## src/gate_seq_pkg.sv

```systemverilog
// package: states, modes and timing constants of the gate sequencer
package gate_seq_pkg;

    typedef enum logic [1:0] {
        st_startup,
        st_low_freq,
        st_normal,
        st_overvolt
    } seq_state_t;

    typedef enum logic [1:0] {
        mode_iso_cot,
        mode_iso_pcm,
        mode_niso_cot,
        mode_reserved
    } op_mode_t;

    localparam int    CLK_HZ          = 40_000_000;
    localparam real   LF_ON_TIME_US   = 1.5;
    localparam real   LF_OFF_TIME_US  = 72.0;
    localparam int    DELAY_MULT      = 2;
    localparam int    OVP_CYCLES      = 3;
    // fixed low-frequency times in clock cycles, rounded down
    localparam int    LF_ON_CYCLES    =
        int'($floor(LF_ON_TIME_US * CLK_HZ / 1.0e6));
    localparam int    LF_OFF_CYCLES   =
        int'($floor(LF_OFF_TIME_US * CLK_HZ / 1.0e6));
    localparam int    TIMER_W         = 16;
    localparam int    DLY_W           = 12;
    localparam logic [1:0] OVP_CNT_RST = 2'h0;

endpackage

```

## src/sync_bus_if.sv

```systemverilog
// interface: synchronised comparator levels passed to the sequencer core
`timescale 1ns/1ps
interface sync_bus_if;
    logic [9:0] raw;
    logic [9:0] level;
    modport sync_side (input raw, output level);
    modport user_side (output raw, input level);
endinterface

```

## src/level_sync.sv

```systemverilog
// module: three-flop synchroniser bank for asynchronous comparator inputs
`timescale 1ns/1ps
module level_sync
#(
    parameter int W = 10
)
(
    // clock and reset
    input  wire logic clk,
    input  wire logic rst_n,
    // levels
    sync_bus_if.sync_side bus
);
    typedef struct packed {
        logic [W-1:0] s1;
        logic [W-1:0] s2;
        logic [W-1:0] s3;
        logic [W-1:0] level;
    } sync_state_t;

    sync_state_t q;
    sync_state_t next_q;

    always_comb
    begin
        next_q    = q;
        next_q.s1 = bus.raw;
        next_q.s2 = q.s1;
        next_q.s3 = q.s2;
        // change counts once the second and third stage agree
        for (int i = 0; i < W; i++)
        begin
            if (q.s2[i] == q.s3[i])
            begin
                next_q.level[i] = q.s3[i];
            end
        end
    end

    always_ff @(posedge clk)
    begin
        if (!rst_n)
        begin
            q <= '0;
        end
        else
        begin
            q <= next_q;
        end
    end

    assign bus.level = q.level;
endmodule

```

## src/flyback_gate_sequencer.sv

```systemverilog
// module: switching-cycle controller for a primary-side-sensed flyback
//
// Notes on behaviour
// RULE1: startup keeps gate low, logic idle
// RULE2: lockout release enters low-frequency 1.5us/72us
// RULE3: arm threshold crossed moves to normal operation
// RULE4: straps decode to iso cot, iso pcm, niso cot
// RULE5: board never grounds both straps nor drives them
// RULE6: mode latched only at lockout release
// RULE7: non-isolated topology allows fixed on-time only
// RULE8: wait twice programmed delay after zero cross
// RULE9: fixed on-time ends on ramp crossing compensation
// RULE10: peak-current ends on sense reaching threshold
// RULE11: zero cross ends the off-period
// RULE12: over-voltage after three consecutive high cycles
// RULE13: over-voltage state stops all switching
// RULE14: lockout fall in over-voltage returns to startup
// RULE15: peak below trigger reverts to low-frequency
// RULE16: short cleared in low-frequency returns to normal
// RULE17: persisting short until lockout fall restarts
// RULE18: over-current drops gate at once
// RULE19: thermal indication forces gate low, stops switching
// RULE20: thermal clear resumes operation
// RULE21: all comparator results synchronised before use
`timescale 1ns/1ps
module flyback_gate_sequencer
    import gate_seq_pkg::*;
#(
    parameter int LF_ON  = LF_ON_CYCLES,
    parameter int LF_OFF = LF_OFF_CYCLES
)
(
    // clock and reset
    input  wire logic                          clk,
    input  wire logic                          rst_n,
    // strap pins, low when grounded
    input  wire logic                          mode_strap_a,
    input  wire logic                          mode_strap_b,
    // comparator results from the analog front end
    input  wire logic                          supply_ok,
    input  wire logic                          zero_cross_input,
    input  wire logic                          aux_above_arm,
    input  wire logic                          aux_above_trigger,
    input  wire logic                          aux_above_ovp,
    input  wire logic                          sense_at_peak,
    input  wire logic                          sense_at_ocp,
    input  wire logic                          ramp_cross_comp,
    input  wire logic                          thermal_hot,
    // turn-on delay in units of two clock cycles, from the delay resistor
    input  wire logic [DLY_W-1:0]              delay_program_input,
    // gate drive and status
    output logic                               gate,
    output gate_seq_pkg::seq_state_t           state,
    output gate_seq_pkg::op_mode_t             op_mode,
    output logic                               thermal_shutdown,
    output logic                               ocp_event
);
    import gate_seq_pkg::*;

    // ------------------------------------------------------------
    // input synchronisation
    // ------------------------------------------------------------
    sync_bus_if sb ();

    assign sb.raw = {mode_strap_b, mode_strap_a, thermal_hot,
                     ramp_cross_comp, sense_at_ocp, sense_at_peak,
                     aux_above_ovp, aux_above_trigger, aux_above_arm,
                     zero_cross_input};

    level_sync #(.W(10)) u_sync                 // see RULE21
    (
        .clk   (clk),
        .rst_n (rst_n),
        .bus   (sb)
    );

    logic zc;
    logic arm;
    logic trig;
    logic ovp_hi;
    logic pk;
    logic overcurrent_protect;
    logic ramp;
    logic hot;
    logic strap_a;
    logic strap_b;
    logic sup;

    assign {strap_b, strap_a, hot, ramp, overcurrent_protect, pk, ovp_hi, trig, arm, zc}
        = sb.level;

    // ------------------------------------------------------------
    // state
    // ------------------------------------------------------------
    typedef enum logic [1:0] {
        ph_on,
        ph_off,
        ph_delay
    } phase_t;

    typedef struct packed {
        seq_state_t         st;
        op_mode_t           mode;
        phase_t             ph;
        logic [TIMER_W-1:0] tmr;
        logic [1:0]         ovp_cnt;
        logic               ovp_seen;
        logic               gate;
        logic               hot;
        logic               sup_d;
        logic               ocp_ev;
        logic [2:0]         sup_sr;
        logic               sup_lvl;
    } core_t;

    core_t q;
    core_t next_q;

    // supply lockout rides its own chain inside the state
    assign sup = q.sup_lvl;

    // decoded strap mode; both grounded is reserved
    op_mode_t strap_mode;
    always_comb
    begin
        case ({strap_a, strap_b})                // see RULE4
            2'b11:   strap_mode = mode_iso_cot;
            2'b01:   strap_mode = mode_iso_pcm;
            2'b10:   strap_mode = mode_niso_cot;
            // reserved strapping falls back to fixed on-time
            default: strap_mode = mode_reserved; // see RULE5
        endcase
    end

    logic [TIMER_W-1:0] delay_cycles;
    assign delay_cycles = TIMER_W'(DELAY_MULT) *
                          TIMER_W'(delay_program_input); // see RULE8

    logic on_done;
    always_comb
    begin
        // peak-current only with isolated pcm strapping
        if (q.mode == mode_iso_pcm)              // see RULE7
        begin
            on_done = pk;                        // see RULE10
        end
        else
        begin
            on_done = ramp;                      // see RULE9
        end
    end

    // ------------------------------------------------------------
    // sequencer
    // ------------------------------------------------------------
    always_comb
    begin
        next_q        = q;
        next_q.sup_d  = sup;
        next_q.ocp_ev = 1'b0;
        next_q.hot    = hot;                     // see RULE19
        next_q.sup_sr = {q.sup_sr[1:0], supply_ok};
        if (q.sup_sr[1] == q.sup_sr[2])
        begin
            next_q.sup_lvl = q.sup_sr[2];        // see RULE21
        end

        case (q.st)
            st_startup:
            begin
                next_q.gate = 1'b0;              // see RULE1
                next_q.tmr  = '0;
                next_q.ph   = ph_on;
                next_q.ovp_cnt  = OVP_CNT_RST;
                next_q.ovp_seen = 1'b0;
                if (sup && !q.sup_d)
                begin
                    next_q.mode = strap_mode;    // see RULE6
                    next_q.st   = st_low_freq;   // see RULE2
                    next_q.gate = 1'b1;
                end
            end
            st_low_freq:
            begin
                next_q.tmr = q.tmr + 1'b1;
                if (q.ph == ph_on)
                begin
                    if (q.tmr >= TIMER_W'(LF_ON - 1))
                    begin
                        next_q.gate = 1'b0;      // see RULE2
                        next_q.ph   = ph_off;
                        next_q.tmr  = '0;
                    end
                end
                else if (q.tmr >= TIMER_W'(LF_OFF - 1))
                begin
                    next_q.gate = 1'b1;
                    next_q.ph   = ph_on;
                    next_q.tmr  = '0;
                end
                if (arm)
                begin
                    // short cleared or armed: steady state
                    next_q.st   = st_normal;     // see RULE3 RULE16
                    next_q.gate = 1'b0;
                    next_q.ph   = ph_off;
                    next_q.tmr  = '0;
                end
            end
            st_normal:
            begin
                next_q.tmr = q.tmr + 1'b1;
                case (q.ph)
                    ph_on:
                    begin
                        if (on_done)
                        begin
                            next_q.gate = 1'b0;
                            next_q.ph   = ph_off;
                            next_q.ovp_seen = 1'b0;
                        end
                    end
                    ph_off:
                    begin
                        if (ovp_hi)
                        begin
                            next_q.ovp_seen = 1'b1;
                        end
                        if (!trig && !zc && q.ovp_seen == 1'b0 && !arm
                            && q.tmr >= TIMER_W'(LF_OFF - 1))
                        begin
                            // aux peak below trigger: output short
                            next_q.st  = st_low_freq; // see RULE15
                            next_q.ph  = ph_off;
                            next_q.tmr = '0;
                        end
                        else if (zc)
                        begin
                            next_q.ph  = ph_delay;    // see RULE11
                            next_q.tmr = '0;
                            // count cycles with aux above limit
                            if (q.ovp_seen || ovp_hi)
                            begin
                                next_q.ovp_cnt = q.ovp_cnt + 1'b1;
                            end
                            else
                            begin
                                next_q.ovp_cnt = OVP_CNT_RST;
                            end
                            if ((q.ovp_seen || ovp_hi) &&
                                q.ovp_cnt == 2'(OVP_CYCLES - 1))
                            begin
                                next_q.st = st_overvolt; // see RULE12
                            end
                        end
                    end
                    ph_delay:
                    begin
                        if (q.tmr + 1'b1 >= delay_cycles)
                        begin
                            next_q.gate = 1'b1;      // see RULE8
                            next_q.ph   = ph_on;
                            next_q.tmr  = '0;
                        end
                    end
                    default:
                    begin
                        next_q.ph = ph_off;
                    end
                endcase
            end
            st_overvolt:
            begin
                next_q.gate = 1'b0;              // see RULE13
            end
            default:
            begin
                next_q.st = st_startup;
            end
        endcase

        // over-current ends the on-period at once
        if (q.gate && overcurrent_protect)
        begin
            next_q.gate   = 1'b0;                // see RULE18
            next_q.ocp_ev = 1'b1;
            if (q.st == st_normal)
            begin
                next_q.ph = ph_off;
            end
        end

        // hot: hold gate low; timers resume on clear
        if (hot)
        begin
            next_q.gate = 1'b0;                  // see RULE19 RULE20
            next_q.tmr  = q.tmr;
            next_q.ph   = (q.st == st_normal) ? ph_off : q.ph;
        end

        // lockout fall restarts from any running state
        if (!sup && q.st != st_startup)
        begin
            next_q.st   = st_startup;            // see RULE14 RULE17
            next_q.gate = 1'b0;
        end
    end

    always_ff @(posedge clk)
    begin
        if (!rst_n)
        begin
            q <= '{st: st_startup, mode: mode_iso_cot, ph: ph_on,
                   default: '0};
        end
        else
        begin
            q <= next_q;
        end
    end

    // ------------------------------------------------------------
    // outputs
    // ------------------------------------------------------------
    // combinational kill path keeps ocp and thermal immediate
    assign gate             = q.gate && !overcurrent_protect && !hot;   // see RULE18
    assign state            = q.st;
    assign op_mode          = q.mode;
    assign thermal_shutdown = q.hot;
    assign ocp_event        = q.ocp_ev;
endmodule

```

## config.mk

```make
export PLATFORM = sky130hd
export DESIGN_NAME = flyback_gate_sequencer
export DESIGN_NICKNAME = d
export VERILOG_FILES = /design/src/gate_seq_pkg.sv /design/src/sync_bus_if.sv /design/src/level_sync.sv /design/src/flyback_gate_sequencer.sv
export SDC_FILE = /design/constraint.sdc
export NUM_CORES = 1
export LEC_CHECK = 0
export ABC_AREA = 1
export BUFFER_PORTS_ARGS = -buffer_cell sky130_fd_sc_hd__clkbuf_2
export CAP_MARGIN = 40
export CORE_AREA = 3 3 95 97
export CTS_BUF_LIST = sky130_fd_sc_hd__clkbuf_4 sky130_fd_sc_hd__clkbuf_8 sky130_fd_sc_hd__clkbuf_16
export CTS_CLUSTER_DIAMETER = 40
export DETAILED_ROUTE_END_ITERATION = 7
export DIE_AREA = 0 0 98 100
export HOLD_SLACK_MARGIN = 0.03
export SKIP_CTS_REPAIR_TIMING = 1
export SKIP_LAST_GASP = 1
export SLEW_MARGIN = 15
export SYNTH_ARGS = -nofsm -noshare
export SYNTH_HDL_FRONTEND = slang
export SYNTH_SLANG_ARGS = --single-unit
```

## constraint.sdc

```tcl
create_clock -name clk -period 3.3 [get_ports clk]
set_input_delay 0.165 -clock clk [delete_from_list [all_inputs] [get_ports clk]]
set_output_delay 0.165 -clock clk [all_outputs]
set_load 0.02 [all_outputs]
```

==> impl_metrics.tcl <==
set metrics [dict create \
    core-area_um2 8220 \
    num_io_pins 32 \
    yosysSeqAreaShare_pct 39.4 \
    startpoint_type "register" \
    num_vias 3081 \
    busiest_layer "met2" \
    grt_use_met2_pct 25.1 \
    whs_ns 0.0148 \
    ir_worst_vdd_mv 0.207 \
    synth_area_leaders "dfxtp_1, nand2_1, inv_1" \
    fin_nets 601 \
    htree_levels 3 \
    drtIter0Drc 170 \
    setup_viol 0 \
    fillers 827 \
    skew_ns 0.0127 \
    worstHoldPathType "input pin to register" \
    tightest_slew_ns 0.729 \
    critPathRequiredTime_ns 3.57 \
    syn_nets 563 \
    ys_top_cells_by_count "nand2_1, inv_1, dfxtp_1" \
    routed_wl_um 7520 \
    maxCapViolCount 0 \
    p_leak_uw 0.00209 \
    synth_edf_count 0 \
    ys.flop_type "dfxtp_1" \
    avgSynthCellArea_um2 7.20 \
    dieHeight_um 100 \
    drc 0 \
    fmax_mhz 352 \
    initial_core_util_pct 45.2 \
    slew_headroom_pct 51.4 \
    grt_max_degree 41 \
    grt_pass1_vias 2868 \
    netlist.area_leader.share_pct 39.4 \
    ys.warnings.count 0 \
    cts_buffers 9 \
    finalPower_uw 1600 \
    synth.most_common_cell "nand2_1" \
    via_per_inst 4.64 \
    tns_ns 0 \
    ctsLongestPathBuffers 2 \
    synth_cell_type_count 37 \
    cts-root-buf "clkbuf_8" \
    drtAntennaViolNets 0 \
    overflow 0 \
    area_delta_synth_final_pct 13.0 \
    insertion_delay_ns 0.35 \
    grt_pass1_wl_um 13000 \
    cp.arrival_ns 3.11 \
    portBuffers 31 \
    cts.sinks 73 \
    grtUsageTotal_pct 16.3 \
    rows 33 \
    period_share_pct 86.2 \
    gp_congestion 0.924 \
    firstDrtPassIters 4 \
    wl_per_cell_um 11.3 \
    worst-setup-path-type "register to register" \
    pwr_density_cell_nw_per_um2 381 \
    grt_use_met1_pct 22.3 \
    die_w_um 98 \
    rsz0062_at_grt "no" \
    hold_violations 0 \
    syn-instance-count 516 \
    clk_pin_slew_ns 0.08 \
    cp_max_fo 16 \
    antenna_found_initial 0 \
    finalCriticalPeriod_ns 2.84 \
    diodes 0 \
    dp_hpwl_um 5410 \
    drive_gt1_share_pct 14.7 \
    status "completed" \
    dieArea_um2 9800 \
    synth-async-reset-ratio_pct 0 \
    cts_tree "built" \
    ys_ff_latch 73 \
    grt_use_met3_pct 4.31 \
    syn_area_um2 3710 \
    yosysTopAreaCell "dfxtp_1" \
    drv_slew 0 \
    end_kind "register" \
]
## power by group
| group | total (uW) | switching, uW | internal [uW] | leakage, uW |
|---|---|---|---|---|
| Clock | 625 | 343 | 282 | 0.0000861 |
| Combinational | 67.8 | 36.0 | 31.8 | 0.00141 |
| Sequential | 903 | 6.51 | 897 | 0.000594 |
## cells in the final DEF, fill, tap and decap left out, types with 3 or more instances in the layout
| cell | n |
|---|---|
| nor2_2 | 5 |
| nor2_1 | 30 |
| clkbuf_2 | 31 |
| ha_1 | 22 |
| nand2_2 | 9 |
| nand3_2 | 9 |
| inv_1 | 90 |
| nand4_1 | 5 |
| nand3_1 | 29 |
| clkbuf_8 | 9 |
| xor2_1 | 8 |
| o21ai_0 | 16 |
| dfxtp_1 | 73 |
| or2_2 | 3 |
| a21oi_1 | 46 |
| nand2_1 | 128 |
| dlygate4sd3_1 | 10 |
## metrics by stage
stage,area (um^2),utilization (%),worst slack (ns),cells
global placement,3920,47.7,0.567,638
global route,4200,51.1,0.110,664
CTS,4100,49.8,0.465,654
finish,4200,51.1,0.457,664
detailed placement,3920,47.7,0.511,638
floorplan,3710,-,0.817,516
## final cells by class
class                   count  area (um^2)  share of cell area, %
clock buffers              10          131                   3.13
clock inverters             6         42.5                   1.01
inverters                  93          349                   8.32
multi-input cells         334         1810                   43.1
flip-flops and latches     73         1460                   34.8
well taps                 105          131                   3.13
repair buffers             43          270                   6.44
## routing by layer
metal  vias up  wire (um)
met5         -          0
met4         0         89
met3         6        328
met2        55       3260
met1      1336       3840
li1       1684          -
## cells by family (layout without fill, tap and decap cells)
| kind of cell | count (synthesis) | in the layout | synth area share (%) |
|---|---|---|---|
| compound gates | 75 | 75 | 11.0 |
| xor+xnor | 10 | 10 | 2.36 |
| fa+ha+maj | 22 | 22 | 7.41 |
| buf+inv | 109 | 152 | 11.9 |
| flops | 73 | 73 | 39.4 |
| simple gates | 227 | 227 | 27.9 |
## flip-flops by register name, indices dropped and copies added, names as in the netlist, 2 cells and up
| name | cells |
|---|---|
| op_mode | 2 |
| u_sync.bus.level | 10 |
| u_sync.next_q | 20 |
| u_sync.q | 10 |
| next_q | 2 |
| state | 2 |
| q | 24 |
## critical path, cell delays in order, from the launching register on
cell     delay [ns]
dfxtp_1        0.39
ha_1           0.18
nand2_1        0.08
nor2_2         0.19
nand3_1        0.13
nor3_1         0.21
xor2_1         0.18
inv_1          0.08
ha_1           0.18
or2_2          0.30
nor2_2         0.14
nand3_2        0.11
nand2_2        0.08
nand2_2        0.06
nand2_4        0.22
nand3_1        0.11
a21oi_1        0.14
## path summary, 6_finish.rpt
| check | from | end | slack, ns | cells after the start |
|---|---|---|---|---|
| worst max-delay path | q[12] | q[24] | 0.46 | 16 |
| worst min-delay path | mode_strap_b | u_sync.next_q[29] | 0.01 | 3 |
| worst max register to register | q[12] | q[24] | 0.46 | 16 |
| worst min register to register | u_sync.next_q[29] | u_sync.next_q[19] | 0.41 | 2 |
No activity file was read; power rests on OpenSTA's default activity.
